File: src/pkg/timer_pkg.sv
package timer_pkg;
  localparam int ADDR_W = 10;
  // Register indices; byte address is four times the index
  localparam logic [7:0] IDX_DRIVE = 8'hf9;
  localparam logic [7:0] IDX_PRESET = 8'hfb;
  localparam logic [7:0] IDX_OUT_A = 8'hfc;
  localparam logic [7:0] IDX_OUT_B = 8'hfd;
  localparam logic [7:0] IDX_FLAGS = 8'hfe;
  localparam logic [7:0] IDX_MASK = 8'hff;
  // Output control fields
  localparam int F_C0 = 6;
  localparam int F_C1 = 4;
  localparam int F_WRAP = 2;
  localparam int F_PULSE = 1;
  localparam int F_LEVEL = 0;
  // Flag bank bits
  localparam int FL_CP0 = 7;
  localparam int FL_CP1 = 6;
  localparam int FL_CM0 = 5;
  localparam int FL_CM1 = 4;
  localparam int FL_WRAP = 3;
  localparam int FL_CAPTURE0_OVERRUN = 2;
  localparam int FL_COMPARE0_OVERRUN = 1;
  localparam int FL_AND = 0;
  // Mask bits
  localparam int MK_GT = 7;
  localparam int MK_CP0 = 5;
  localparam int MK_CP1 = 4;
  localparam int MK_CM0 = 2;
  localparam int MK_CM1 = 1;
  localparam int MK_WRAP = 0;
  localparam logic [7:0] MASK_BITS = 8'hb7;
  // Drive enable bits
  localparam int DR_B = 7;
  localparam int DR_A = 6;
  localparam logic [7:0] DRIVE_BITS = 8'hc0;
  // Reset values
  localparam logic [7:0] RST_PRESET = 8'h00;
  localparam logic [7:0] RST_CTL = 8'h00;
  localparam logic [7:0] RST_FLAGS = 8'h00;
  localparam logic [7:0] RST_MASK = 8'h00;
  localparam logic [7:0] RST_DRIVE = 8'h00;
  // Action codes, {bit1, bit0} of a field
  localparam logic [1:0] ACT_SET = 2'h0;
  localparam logic [1:0] ACT_TOGGLE = 2'h1;
  localparam logic [1:0] ACT_RESET = 2'h2;
  localparam logic [1:0] ACT_NOP = 2'h3;

  typedef struct packed {
    logic [7:0] preset;
    logic [7:0] count;
    logic [7:0] ctl_a;
    logic [7:0] ctl_b;
    logic [7:0] flags;
    logic [7:0] mask;
    logic [7:0] drive;
    logic pin_a;
    logic pin_b;
    logic tick;
    logic pulse;
    logic cap_irq;
    logic cmp_irq;
    logic wrap_irq;
    logic sw_cap0;
    logic sw_cap1;
    logic pready;
    logic pslverr;
    logic [31:0] prdata;
  } state_t;
endpackage

File: src/core/timer_out_flags.sv
// The APB slave port was decided locally.
module timer_out_flags (
  input wire logic ref_clk_i,
  input wire logic resetn_i,
  input wire logic ce_i,
  input wire logic psel_i,
  input wire logic penable_i,
  input wire logic pwrite_i,
  input wire logic [timer_pkg::ADDR_W-1:0] paddr_i,
  input wire logic [31:0] pwdata_i,
  output logic pready_o,
  output logic [31:0] prdata_o,
  output logic pslverr_o,
  input wire logic presc_run_i,
  input wire logic counter_reload_i,
  input wire logic compare0_match_i,
  input wire logic compare1_match_i,
  input wire logic wrap_i,
  input wire logic capture0_i,
  input wire logic capture1_i,
  input wire logic dual_capture_mode_i,
  output logic prescaler_tick_o,
  output logic timer_output_a_o,
  output logic timer_output_b_o,
  output logic onchip_event_o,
  output logic capture_irq_o,
  output logic compare_irq_o,
  output logic wrap_irq_o,
  output logic sw_capture0_o,
  output logic sw_capture1_o
);
  timer_pkg::state_t st;
  timer_pkg::state_t next_st;
  logic setup;
  logic access;
  logic wr;
  logic [7:0] idx;
  logic mapped;
  logic [7:0] rd;
  logic flag_wr;
  logic sw0;
  logic sw1;
  logic [7:0] clr;
  logic [7:0] set;

  // Combined action of all events hitting one output this cycle
  function automatic logic act_level(input logic [7:0] ctl, input logic lvl,
                                     input logic e0, input logic e1, input logic ew);
    logic [1:0] a;
    begin
      a = timer_pkg::ACT_NOP;
      if (e0) begin
        a = a & ctl[timer_pkg::F_C0 +: 2];
      end
      if (e1) begin
        a = a & ctl[timer_pkg::F_C1 +: 2];
      end
      if (ew) begin
        a = a & ctl[timer_pkg::F_WRAP +: 2];
      end
      case (a)
        timer_pkg::ACT_SET: act_level = 1'b1;
        timer_pkg::ACT_TOGGLE: act_level = ~lvl;
        timer_pkg::ACT_RESET: act_level = 1'b0;
        default: act_level = lvl;
      endcase
    end
  endfunction

  always_comb begin
    next_st = st;
    setup = psel_i & ~penable_i;
    access = psel_i & penable_i & st.pready;
    wr = access & pwrite_i;
    idx = paddr_i[timer_pkg::ADDR_W-1:2];
    mapped = 1'b1;
    rd = 8'h00;
    case (idx)
      timer_pkg::IDX_DRIVE: rd = st.drive;
      timer_pkg::IDX_PRESET: rd = st.preset;
      timer_pkg::IDX_OUT_A: rd = st.ctl_a;
      timer_pkg::IDX_OUT_B: rd = st.ctl_b;
      timer_pkg::IDX_FLAGS: rd = st.flags;
      timer_pkg::IDX_MASK: rd = st.mask;
      default: mapped = 1'b0;
    endcase

    // Prescaler; a software or external reload restarts it from the preset
    next_st.tick = 1'b0;
    if (counter_reload_i) begin
      next_st.count = st.preset;
    end else if (presc_run_i) begin
      if (st.count == 8'h00) begin
        next_st.tick = 1'b1;
        next_st.count = st.preset;
      end else begin
        next_st.count = st.count - 8'h01;
      end
    end

    // Plain register writes
    if (wr) begin
      case (idx)
        timer_pkg::IDX_DRIVE: next_st.drive = pwdata_i[7:0] & timer_pkg::DRIVE_BITS;
        timer_pkg::IDX_PRESET: next_st.preset = pwdata_i[7:0];
        timer_pkg::IDX_OUT_A: next_st.ctl_a = pwdata_i[7:0];
        timer_pkg::IDX_OUT_B: next_st.ctl_b = pwdata_i[7:0];
        timer_pkg::IDX_MASK: next_st.mask = pwdata_i[7:0] & timer_pkg::MASK_BITS;
        default: ;
      endcase
    end

    // Hardware action overrides a software level written in the same cycle
    next_st.ctl_a[timer_pkg::F_LEVEL] = act_level(st.ctl_a,
        next_st.ctl_a[timer_pkg::F_LEVEL], compare0_match_i, compare1_match_i, wrap_i);
    next_st.ctl_b[timer_pkg::F_LEVEL] = act_level(st.ctl_b,
        next_st.ctl_b[timer_pkg::F_LEVEL], compare0_match_i, compare1_match_i, wrap_i);

    // Flags 7:1: zero clears, one is ignored except as a capture trigger; bit 0 takes the written value
    flag_wr = wr & (idx == timer_pkg::IDX_FLAGS);
    clr = flag_wr ? ~pwdata_i[7:0] : 8'h00;
    sw0 = flag_wr & pwdata_i[timer_pkg::FL_CP0] & ~st.flags[timer_pkg::FL_CP0];
    sw1 = flag_wr & pwdata_i[timer_pkg::FL_CP1] & ~st.flags[timer_pkg::FL_CP1]
          & ~dual_capture_mode_i;
    set = 8'h00;
    set[timer_pkg::FL_CP0] = capture0_i | sw0;
    set[timer_pkg::FL_CP1] = capture1_i | sw1;
    set[timer_pkg::FL_CM0] = compare0_match_i;
    set[timer_pkg::FL_CM1] = compare1_match_i;
    set[timer_pkg::FL_WRAP] = wrap_i;
    set[timer_pkg::FL_CAPTURE0_OVERRUN] = (capture0_i & st.flags[timer_pkg::FL_CP0]) | sw0;
    set[timer_pkg::FL_COMPARE0_OVERRUN] = compare0_match_i & st.flags[timer_pkg::FL_CM0];
    // Set wins over a clear in the same cycle
    next_st.flags[7:1] = set[7:1] | (st.flags[7:1] & ~clr[7:1]);
    if (flag_wr) begin
      next_st.flags[timer_pkg::FL_AND] = pwdata_i[timer_pkg::FL_AND];
    end
    next_st.sw_cap0 = sw0;
    next_st.sw_cap1 = sw1;

    // Interrupt requests follow the registered flag and mask values
    if (next_st.flags[timer_pkg::FL_AND]) begin
      next_st.cap_irq = next_st.flags[timer_pkg::FL_CP0] & next_st.mask[timer_pkg::MK_CP0]
          & next_st.flags[timer_pkg::FL_CP1] & next_st.mask[timer_pkg::MK_CP1];
    end else begin
      next_st.cap_irq = (next_st.flags[timer_pkg::FL_CP0] & next_st.mask[timer_pkg::MK_CP0])
          | (next_st.flags[timer_pkg::FL_CP1] & next_st.mask[timer_pkg::MK_CP1]);
    end
    next_st.cmp_irq = (next_st.flags[timer_pkg::FL_CM0] & next_st.mask[timer_pkg::MK_CM0])
        | (next_st.flags[timer_pkg::FL_CM1] & next_st.mask[timer_pkg::MK_CM1]);
    next_st.wrap_irq = next_st.flags[timer_pkg::FL_WRAP]
        & next_st.mask[timer_pkg::MK_WRAP];
    if (!next_st.mask[timer_pkg::MK_GT]) begin
      next_st.cap_irq = 1'b0;
      next_st.cmp_irq = 1'b0;
      next_st.wrap_irq = 1'b0;
    end

    next_st.pulse = (compare0_match_i & st.ctl_a[timer_pkg::F_PULSE])
        | (wrap_i & st.ctl_b[timer_pkg::F_PULSE]);

    // Disabled outputs idle high
    next_st.pin_a = next_st.drive[timer_pkg::DR_A] ?
        next_st.ctl_a[timer_pkg::F_LEVEL] : 1'b1;
    next_st.pin_b = next_st.drive[timer_pkg::DR_B] ?
        next_st.ctl_b[timer_pkg::F_LEVEL] : 1'b1;

    // No wait state: read data is latched in the setup cycle
    next_st.pready = setup;
    next_st.pslverr = setup & ~mapped;
    next_st.prdata = (setup & ~pwrite_i) ? {24'h000000, rd} : 32'h00000000;
  end

  always_ff @(posedge ref_clk_i or negedge resetn_i) begin
    if (!resetn_i) begin
      st <= '0;
      st.preset <= timer_pkg::RST_PRESET;
      st.count <= 8'h00;
      st.ctl_a <= timer_pkg::RST_CTL;
      st.ctl_b <= timer_pkg::RST_CTL;
      st.flags <= timer_pkg::RST_FLAGS;
      st.mask <= timer_pkg::RST_MASK;
      st.drive <= timer_pkg::RST_DRIVE;
      st.pin_a <= 1'b1;
      st.pin_b <= 1'b1;
    end else if (ce_i) begin
      st <= next_st;
    end
  end

  assign pready_o = st.pready;
  assign prdata_o = st.prdata;
  assign pslverr_o = st.pslverr;
  assign prescaler_tick_o = st.tick;
  assign timer_output_a_o = st.pin_a;
  assign timer_output_b_o = st.pin_b;
  assign onchip_event_o = st.pulse;
  assign capture_irq_o = st.cap_irq;
  assign compare_irq_o = st.cmp_irq;
  assign wrap_irq_o = st.wrap_irq;
  assign sw_capture0_o = st.sw_cap0;
  assign sw_capture1_o = st.sw_cap1;
endmodule

File: config.mk
export PLATFORM = sky130hd
export DESIGN_NAME = timer_out_flags
export DESIGN_NICKNAME = d
export VERILOG_FILES = /design/src/pkg/timer_pkg.sv /design/src/core/timer_out_flags.sv
export SDC_FILE = /design/constraint.sdc
export NUM_CORES = 1
export LEC_CHECK = 0
export BUFFER_PORTS_ARGS = -buffer_cell sky130_fd_sc_hd__clkbuf_2
export CAP_MARGIN = 25
export CORE_ASPECT_RATIO = 1.2
export CORE_MARGIN = 2
export CORE_UTILIZATION = 35
export CTS_CLUSTER_SIZE = 40
export DETAILED_ROUTE_END_ITERATION = 6
export GPL_TIMING_DRIVEN = 0
export HOLD_SLACK_MARGIN = 0.12
export SETUP_SLACK_MARGIN = 0.3
export SYNTH_ARGS = -nofsm -noshare
export SYNTH_HDL_FRONTEND = slang
export SYNTH_SLANG_ARGS = --single-unit
File: constraint.sdc
create_clock -name ref_clk_i -period 3.2 [get_ports ref_clk_i]
set_input_delay 0.16 -clock ref_clk_i [delete_from_list [all_inputs] [get_ports ref_clk_i]]
set_output_delay 0.16 -clock ref_clk_i [all_outputs]
set_load 0.1 [all_outputs]
Word level (Yosys, flattened, before mapping)
Index checks and enable logic that the tools add are counted.
Widths: inputs -> output; s select.
- register bits: 91
- latch bits: 0
- bits in writable memories: 0
- bits in read-only memories: 0
- output and inout bits: 43
- word-level logic and storage cells: 115
- memories: 0
- $add $sub $neg: 1
- multipliers: 0
- divide/modulo/power cells: 0
- $lt $le $gt $ge: 0
- equality and inequality tests: 10
- shifts and indexed selects: 0
- mux-type cells: 29
- bitwise logic cells: 45
- reduce and logical (&&, ||, !) cells: 9
- operator list (kind ; number):
    $mux 8 ; 8
    $eq 8x8->1 const B ; 6
    $pmux 8 s6 ; 1
    $and 1x1->1 ; 23
    $mux 16 ; 1
    $mux 2 ; 6
    $mux 1 ; 9
    $mux 9 ; 1
    $reduce_and 3->1 ; 3
    $and 2x2->2 ; 4
    $logic_not 8->1 ; 1
    $not 1->1 ; 8
    $not 8->8 ; 1
    $sub 8x1->8 const B ; 1
    $and 7x7->7 ; 1
    $not 7->7 ; 1
    $or 7x7->7 ; 1
    $or 1x1->1 ; 6
    $pmux 1 s3 ; 2
    $reduce_or 6->1 ; 1
    $eq 2x1->1 const B ; 2
    $eq 2x2->1 const B ; 2
    $logic_not 2->1 ; 2
    $mux 3 ; 1
    other kinds (2) ; 2

Longest topological paths before layout
Gate-level depths: netlist of the first run.
- depth after elaboration: 14
- gate-level depth with buffers: 8

Least setup slack after synthesis of the first run
Ideal clock, no wire load.
- path type: reg2reg
- start point: reg st (netlist bit pready_o)
- end point: reg st[51] (netlist bit)
- setup time: 0.125 ns
- data arrival time: 2.477 ns
- setup slack: 0.598 ns
- cell stages (with the launch flop): 7
- path through: dfrtp_1 nand4_1 or4_1 buf_6 or2_1 buf_6 mux2_4
- cells in the longest elaborated chain, start to end: 3
- ends and longest elaborated chain (element ; RTL line ; source):
    start, declared ; timer_out_flags.sv:32 ; timer_pkg::state_t st;
    start signal, assigned ; timer_out_flags.sv:187 ; st <= next_st;
    $and 1x1->1 ; timer_out_flags.sv:73 ; access = psel_i & penable_i & st.pready;
    $and 1x1->1 ; timer_out_flags.sv:74 ; wr = access & pwrite_i;
    $mux 16 ; timer_out_flags.sv:102 ; if (wr) begin
No other way between the ends.
A chain may end at the register's enable or synchronous reset.

Worst setup path in the final report of the first run
- start point: reg st (netlist bit pready_o)
- end point: reg st (netlist bit capture_irq_o)
- cells in the longest elaborated chain, start to end: 12
- ends and longest elaborated chain (element ; RTL line ; source):
    $and 1x1->1 * ; timer_out_flags.sv:73 ;
    $and 1x1->1 * ; timer_out_flags.sv:74 ;
    $and 1x1->1 ; timer_out_flags.sv:120 ; flag_wr = wr & (idx == timer_pkg::IDX_FLAGS);
    $and 1x1->1 (tied with other cells) (2 in series) ; timer_out_flags.sv:123 ; sw1 = flag_wr & pwdata_i[timer_pkg::FL_CP1] & ~st.flags[timer_pkg::FL_CP1]
    $and 1x1->1 (tied with other cells) ; timer_out_flags.sv:124 ; & ~dual_capture_mode_i;
    $or 1x1->1 / $or 7x7->7 (equally long branches) ; timer_out_flags.sv:127, timer_out_flags.sv:134 ;
    $or 7x7->7 / $and 1x1->1 (equally long branches) ; timer_out_flags.sv:134, timer_out_flags.sv:143, timer_out_flags.sv:146 ;
    $and 1x1->1, on equally long branches ; timer_out_flags.sv:147, timer_out_flags.sv:144 ;
    $or 1x1->1 / $and 1x1->1 (equally long branches) ; timer_out_flags.sv:147, timer_out_flags.sv:144 ;
    $mux 1 ; timer_out_flags.sv:142 ; if (next_st.flags[timer_pkg::FL_AND]) begin
    $mux 3 * ; timer_out_flags.sv:153 ; if (!next_st.mask[timer_pkg::MK_GT]) begin
Every way passes the cells marked *; elsewhere a longest branch is shown, timed or not.

==> results.sh, run 1 <==
export IMPL_cpPeakStageDelay_ns=0.50
export IMPL_antenna_cells=0
export IMPL_synth_edf_count=0
export IMPL_grt_start_max_net_pins=35
export IMPL_clock_path_buffers=2
export IMPL_cap_violations=0
export IMPL_wl_per_cell_um=16.43
export IMPL_gp_congestion=0.8931
export IMPL_drive_gt1_frac=0.2900
export IMPL_dieArea_um2=11380
export IMPL_avgSynthCellArea_um2=9.946
export IMPL_drt_wl_total_mm=9.709
export IMPL_slew_limit_headroom=0.3310
export IMPL_area_growth_syn_to_layout_pct=22.14
export IMPL_path_max_fanout=8
export IMPL_vias=3101
export IMPL_ant_nets=0
export IMPL_clkTransAtPathRegs_ns=0.05
export IMPL_skew_ns=0.007891
export IMPL_worstSetupEndpointType="flop"
export IMPL_crit_chain="and4_1, clkbuf_1, nand4_1, a221o_1, a32oi_1, o32ai_1"
export IMPL_rr_worst_depth=6
export IMPL_place_area_um2=4195
export IMPL_ys_flop_type="dfrtp_1"
export IMPL_fp_coreArea_um2=10410
export IMPL_startpoint="pready_o"
export IMPL_die_y_um=116.5
export IMPL_cts_tree="done"
export IMPL_insertion_delay_ns=0.34
export IMPL_fmax_mhz=452.5
export IMPL_htreeDepth=3
export IMPL_rsz0062_at_grt="false"
export IMPL_finish_utilization=0.4328
export IMPL_worst_pin_slew_ns=0.9958
export IMPL_dp_hpwl_mm=7.397
export IMPL_grt_pass1_vias=2916
export IMPL_p_total_mw=2.434
export IMPL_antenna_found_initial=0
export IMPL_cts_setup_buffers=0
export IMPL_status="finished clean"
export IMPL_cp_start_kind="flop"
export IMPL_start_util=0.3543
export IMPL_grt_pass1_wl_mm=15.60
export IMPL_powerDensity_nw_per_um2=540.0
export IMPL_hold_violations=0
export IMPL_synth_cell_types=57
export IMPL_cts_sinks=67
export IMPL_stdcell_area_um2=4507
export IMPL_drv_slew=0
export IMPL_cp_endpoint="capture_irq_o"
export IMPL_rows=41
export IMPL_overflow=0
export IMPL_peakVddDrop_mv=0.3196
export IMPL_drc=0
export IMPL_finalNetCount=516
export IMPL_path_class="reg2reg"
export IMPL_yosys_warnings=0
export IMPL_grtUsageTotal=0.1783
export IMPL_drt_iter0_drc=253
export IMPL_ys_ff_latch=67
export IMPL_first_pass_iters=6
export IMPL_io_buffers=47
export IMPL_r2r_start="pready_o"
export IMPL_reg2reg_slack_ns=0.99
export IMPL_final_setup_tns_ns=0
export IMPL_hold_ws_ns=0.1364
export IMPL_cp_slowest_cell="a221o_1"
export IMPL_setup_viol=0
export IMPL_syn_area_um2=3690
export IMPL_die_x_um=97.73
export IMPL_period_needed_ns=2.210
export IMPL_worstHoldPathType="in2reg"
export IMPL_cts_made_buffers=9
export IMPL_via_per_inst=5.247
export IMPL_crit_arrival_ns=2.40
export IMPL_ys_seq_area_frac=0.4551
export IMPL_p_leak_nw=2.187
export IMPL_critPathRequiredTime_ns=3.39
export IMPL_num_io_pins=99
export IMPL_synth_async_reset_ratio=1.000
export IMPL_min_period_over_period=0.6906
export IMPL_r2r_end="capture_irq_o"
export IMPL_cts_root_buf="clkbuf_16"
export IMPL_netlist_instances=371
## registers in the layout, indices dropped and copies added (netlist names)
register          count
st                   48
prdata_o              8
capture_irq_o         1
compare_irq_o         1
onchip_event_o        1
pready_o              1
prescaler_tick_o      1
pslverr_o             1
sw_capture0_o         1
sw_capture1_o         1
timer_output_a_o      1
timer_output_b_o      1
wrap_irq_o            1
## synthesized netlist by cell type, drive strengths merged (3+ instances only)
| library cell | n | area (µm²) |
|---|---|---|
| nor3 | 8 | 45.04 |
| or2 | 3 | 18.77 |
| mux2i | 5 | 50.05 |
| and3 | 4 | 25.02 |
| or4 | 5 | 37.54 |
| nand3 | 5 | 30.03 |
| a22oi | 13 | 97.59 |
| nor4 | 5 | 31.28 |
| buf | 40 | 294.0 |
| o21ai | 35 | 175.2 |
| clkbuf | 9 | 33.78 |
| nor2b | 3 | 18.77 |
| a222oi | 10 | 100.1 |
| nand3b | 3 | 22.52 |
| dfrtp | 65 | 1627 |
| o22a | 3 | 26.28 |
| nand4 | 5 | 31.28 |
| a21oi | 24 | 120.1 |
| mux2 | 25 | 300.3 |
| nor2 | 16 | 60.06 |
| o2bb2ai | 3 | 26.28 |
| nand2 | 20 | 75.07 |
| inv | 24 | 90.08 |
| a21o | 7 | 52.55 |
## cells by family after synthesis
| kind of cell | share of synthesized area |
|---|---|
| mux | 0.09495 |
| xor+xnor | 0.004748 |
| compound gates | 0.1953 |
| other cells | 0.001016 |
| flops | 0.4551 |
| buf+inv | 0.1133 |
| simple gates | 0.1289 |
| fa+ha+maj | 0.006781 |
## placed cells by master (no fill, tap or decap), types with 5 or more instances in the layout
cell type / n
clkbuf_2: 46
a21o_1: 7
clkbuf_16: 9
nor2_1: 16
mux2i_1: 5
buf_4: 33
nor4_1: 5
a21oi_1: 24
nand2_1: 20
nor3_1: 7
nand4_1: 5
conb_1: 24
a222oi_1: 10
a22oi_1: 13
dlygate4sd3_1: 5
mux2_4: 5
dfrtp_1: 65
o21ai_0: 34
or4_1: 5
clkbuf_1: 11
inv_1: 23
mux2_2: 20
## area by class of cell
type | count | area [µm²]
Buffer | 49 | 327.8
Clock buffer | 12 | 246.5
Clock inverter | 3 | 15.01
Fill cell | 1057 | 5907
Inverter | 24 | 90.09
Multi-Input combinational cell | 254 | 1679
Sequential cell | 67 | 1679
Tap cell | 129 | 161.4
Timing Repair Buffer | 53 | 307.8
## worst min path at each step
stage	startpoint	endpoint	slack (ns)	cells past startpoint
after floorplan	resetn_i	capture_irq_o	-0.14	0
after global placement	capture0_i	st[66]	0.42	2
after detailed placement	resetn_i	st[55]	0.19	1
after CTS	psel_i	pslverr_o	0.12	3
after global routing	psel_i	pslverr_o	0.15	3
final	psel_i	pslverr_o	0.14	3
## stage by stage
step / cells / setup slack [ns]
2_1_floorplan: 394 / 0.5981
3_3_place_gp: 570 / 0.9613
3_5_place_dp: 571 / 0.9744
4_1_cts: 591 / 1.013
5_1_grt: 591 / 0.8960
6_report: 591 / 0.9902
## worst max-delay path: cells and delay by family (launching register included)
family	cells	cell delay, ns
compound gates	3	0.82
simple gates	2	0.60
flops	1	0.38
buf+inv	1	0.27
## where the power goes
group | switching (mW) | internal (mW)
Sequential | 0.0647 | 0.913
Clock | 0.343 | 0.536
Combinational | 0.398 | 0.178
Total | 0.806 | 1.63
## layer usage
metal	vias to the layer above	GRT usage	part of all wire
met4	0	0.07407	0.021
li1	1487	-	-
met1	1495	0.2221	0.42
met5	-	0	0
met2	100	0.3025	0.51
met3	19	0.04010	0.058
## timing repair
item,4_1_cts,5_1_grt
hold buffers,5,0
hold endpoints to repair,36,0
gates resized for setup,0,0
No activity file was read; power rests on OpenSTA's default activity.
==> inputs of run 2 (changes only) <==
- ABC_AREA: default -> 1
- clock period: 3.2 -> 2.3 ns (I/O delays scaled with it)
==> run 2 against run 1 <==
Effect of this change:
- cell count is 28% higher
- clock power is 88% higher
- core utilization is 1.0 points higher
- non-clock buffer count is 4 higher
- critical path type unchanged
- critical endpoint is now st[89]
- largest power group is now the clock network
==> results.sh, run 2 <==
export IMPL_status="finished clean"
export IMPL_grt_pass1_wl_mm=17.86
export IMPL_insertion_delay_ns=0.34
export IMPL_htreeDepth=3
export IMPL_powerDensity_nw_per_um2=724.7
export IMPL_period_needed_ns=1.856
export IMPL_clock_path_buffers=2
export IMPL_vias=3497
export IMPL_layout_common_cells="139 x nand2_1, 64 x dfrtp_1, 50 x inv_1"
export IMPL_fmax_mhz=538.9
export IMPL_grt_start_max_net_pins=38
export IMPL_synth_top_cell_by_area="dfrtp_1"
export IMPL_critPathRequiredTime_ns=2.51
export IMPL_avgSynthCellArea_um2=8.081
export IMPL_drive_gt1_frac=0.2745
export IMPL_cts_tree="done"
export IMPL_yosys_warnings=0
export IMPL_worstHoldPathType="in2reg"
export IMPL_stdcell_area_um2=5075
export IMPL_antenna_cells=0
export IMPL_cts_setup_buffers=0
export IMPL_skew_ns=0.007092
export IMPL_min_period_over_period=0.8069
export IMPL_dieArea_um2=12520
export IMPL_place_area_um2=4614
export IMPL_synth_most_common_cell="nand2_1"
export IMPL_overflow=0
export IMPL_syn_area_um2=4073
export IMPL_dp_cells=732
export IMPL_multi_input_area_um2=1924
export IMPL_worstSetupEndpointType="flop"
export IMPL_rows=43
export IMPL_netlist_instances=504
export IMPL_final_setup_tns_ns=0
export IMPL_largest_reg_flops=48
export IMPL_yosys_top_cells_area="dfrtp_1 40%, nand2_1 13%, buf_4 6.1%, o21ai_2 4.7%, o21ai_0 4.7%"
export IMPL_fp_coreArea_um2=11460
export IMPL_fillers=1164
export IMPL_peakVddDrop_mv=0.3868
export IMPL_wl_per_cell_um=14.30
export IMPL_grt_pass1_vias=3510
export IMPL_setup_viol=0
export IMPL_layout_commonest_cell="nand2_1"
export IMPL_instances_no_fill=758
export IMPL_min_to="pready_o"
export IMPL_cp_start_kind="flop"
export IMPL_first_pass_iters=4
export IMPL_ys_ff_latch=67
export IMPL_hold_ws_ns=0.1304
export IMPL_cts_made_buffers=9
export IMPL_synth_cell_types=43
export IMPL_path_max_fanout=10
export IMPL_regArea_um2=1680
export IMPL_gp_congestion=0.9633
export IMPL_cts_root_buf="clkbuf_16"
export IMPL_netlist_area_leader_share=0.3994
export IMPL_synth_async_reset_ratio=1.000
export IMPL_hp_start="penable_i"
export IMPL_crit_arrival_ns=2.06
export IMPL_worst_pin_slew_ns=0.5644
export IMPL_r2r_start="st[83]"
export IMPL_rsz0062_at_grt="false"
export IMPL_ys_seq_area_frac=0.4123
export IMPL_hold_violations=0
export IMPL_reg2reg_slack_ns=0.44
export IMPL_io_buffers=47
export IMPL_drc=0
export IMPL_cap_violations=0
export IMPL_die_x_um=102.5
export IMPL_area_growth_syn_to_layout_pct=24.61
export IMPL_grtUsageTotal=0.1874
export IMPL_antenna_found_initial=0
export IMPL_synth_edf_count=0
export IMPL_via_per_inst=4.613
export IMPL_yosys_top_cells_count="139 x nand2_1, 65 x dfrtp_1, 50 x inv_1"
export IMPL_drt_iter0_drc=268
export IMPL_path_class="reg2reg"
export IMPL_p_leak_nw=2.643
export IMPL_die_y_um=122.2
export IMPL_regMostFlops="st"
export IMPL_drt_wl_total_mm=10.84
export IMPL_cts_sinks=67
export IMPL_rr_worst_depth=10
export IMPL_hold_depth=6
export IMPL_r2r_end="st[89]"
export IMPL_ys_flop_type="dfrtp_1"
export IMPL_slew_limit_headroom=0.6237
export IMPL_clkTransAtPathRegs_ns=0.06
export IMPL_finish_utilization=0.4428
export IMPL_finalNetCount=654
export IMPL_drv_slew=0
export IMPL_num_io_pins=99
export IMPL_ant_nets=0
export IMPL_dp_hpwl_mm=8.512
export IMPL_start_util=0.3554
-- run 2: repair_timing --
item	CTS	global route
gates resized for setup	0	1
endpoints found under the hold margin	37	0
hold buffers	10	0
endpoints found under the setup margin	0	1
-- run 2: how the worst max path moves through the flow --
stage                        start          endpoint  slack, ns  cells after the start
after floorplan           pready_o  timer_output_b_o       0.51                      8
after global placement    resetn_i          pready_o       0.47                      1
after detailed placement    st[83]            st[89]       0.44                     10
after CTS                   st[83]            st[89]       0.44                     10
after global routing        st[83]            st[89]       0.31                     10
final                       st[83]            st[89]       0.44                     10
-- run 2: cells by family after synthesis --
kind of cell,after synthesis,share of synthesized area
other cells,1,0.0009208
buf+inv,101,0.1364
xor+xnor,3,0.006453
fa+ha+maj,2,0.006143
compound gates,105,0.1619
simple gates,225,0.2759
flops,67,0.4123
-- run 2: area by class of cell --
| class | instances | share of cell area |
|---|---|---|
| clock inverters | 5 | 0.02120 |
| well taps | 157 | 0.03871 |
| inverters | 53 | 0.03969 |
| repair buffers | 58 | 0.07051 |
| plain buffers | 48 | 0.06977 |
| clock buffers | 11 | 0.04980 |
| flip-flops and latches | 67 | 0.3311 |
| multi-input cells | 359 | 0.3792 |
-- run 2: metal layers --
metal / GRT usage / vias to the layer above / part of all wire / wire (µm)
li1: - / 1770 / - / -
met1: 0.2515 / 1621 / 0.45 / 4910
met2: 0.3015 / 88 / 0.48 / 5255
met3: 0.03557 / 18 / 0.040 / 439
met4: 0.06417 / 0 / 0.022 / 236
met5: 0 / - / 0 / 0
-- run 2: through the flow --
stage	setup slack, ns	power [mW]
2_1_floorplan	0.5081	1.871
3_3_place_gp	0.4687	2.019
3_5_place_dp	0.4426	2.034
4_1_cts	0.4353	3.707
5_1_grt	0.3074	3.853
6_report	0.4442	3.678
-- run 2: worst max-delay path, cell delays in order (launching register included) --
cell and delay [ns]:
dfrtp_1 0.36, inv_1 0.13, ha_1 0.16, inv_1 0.04, nor3_1 0.16, nand2_1 0.09
nand2_1 0.15, inv_1 0.09, buf_2 0.19, o21ai_0 0.22, o22ai_1 0.12
-- run 2: report_power, final --
part           internal, mW  switching (mW)  leakage, nW
combinational         0.187           0.538         1.59
clock                  1.12           0.526        0.176
sequential             1.25          0.0505        0.872
total                  2.56            1.11         2.64
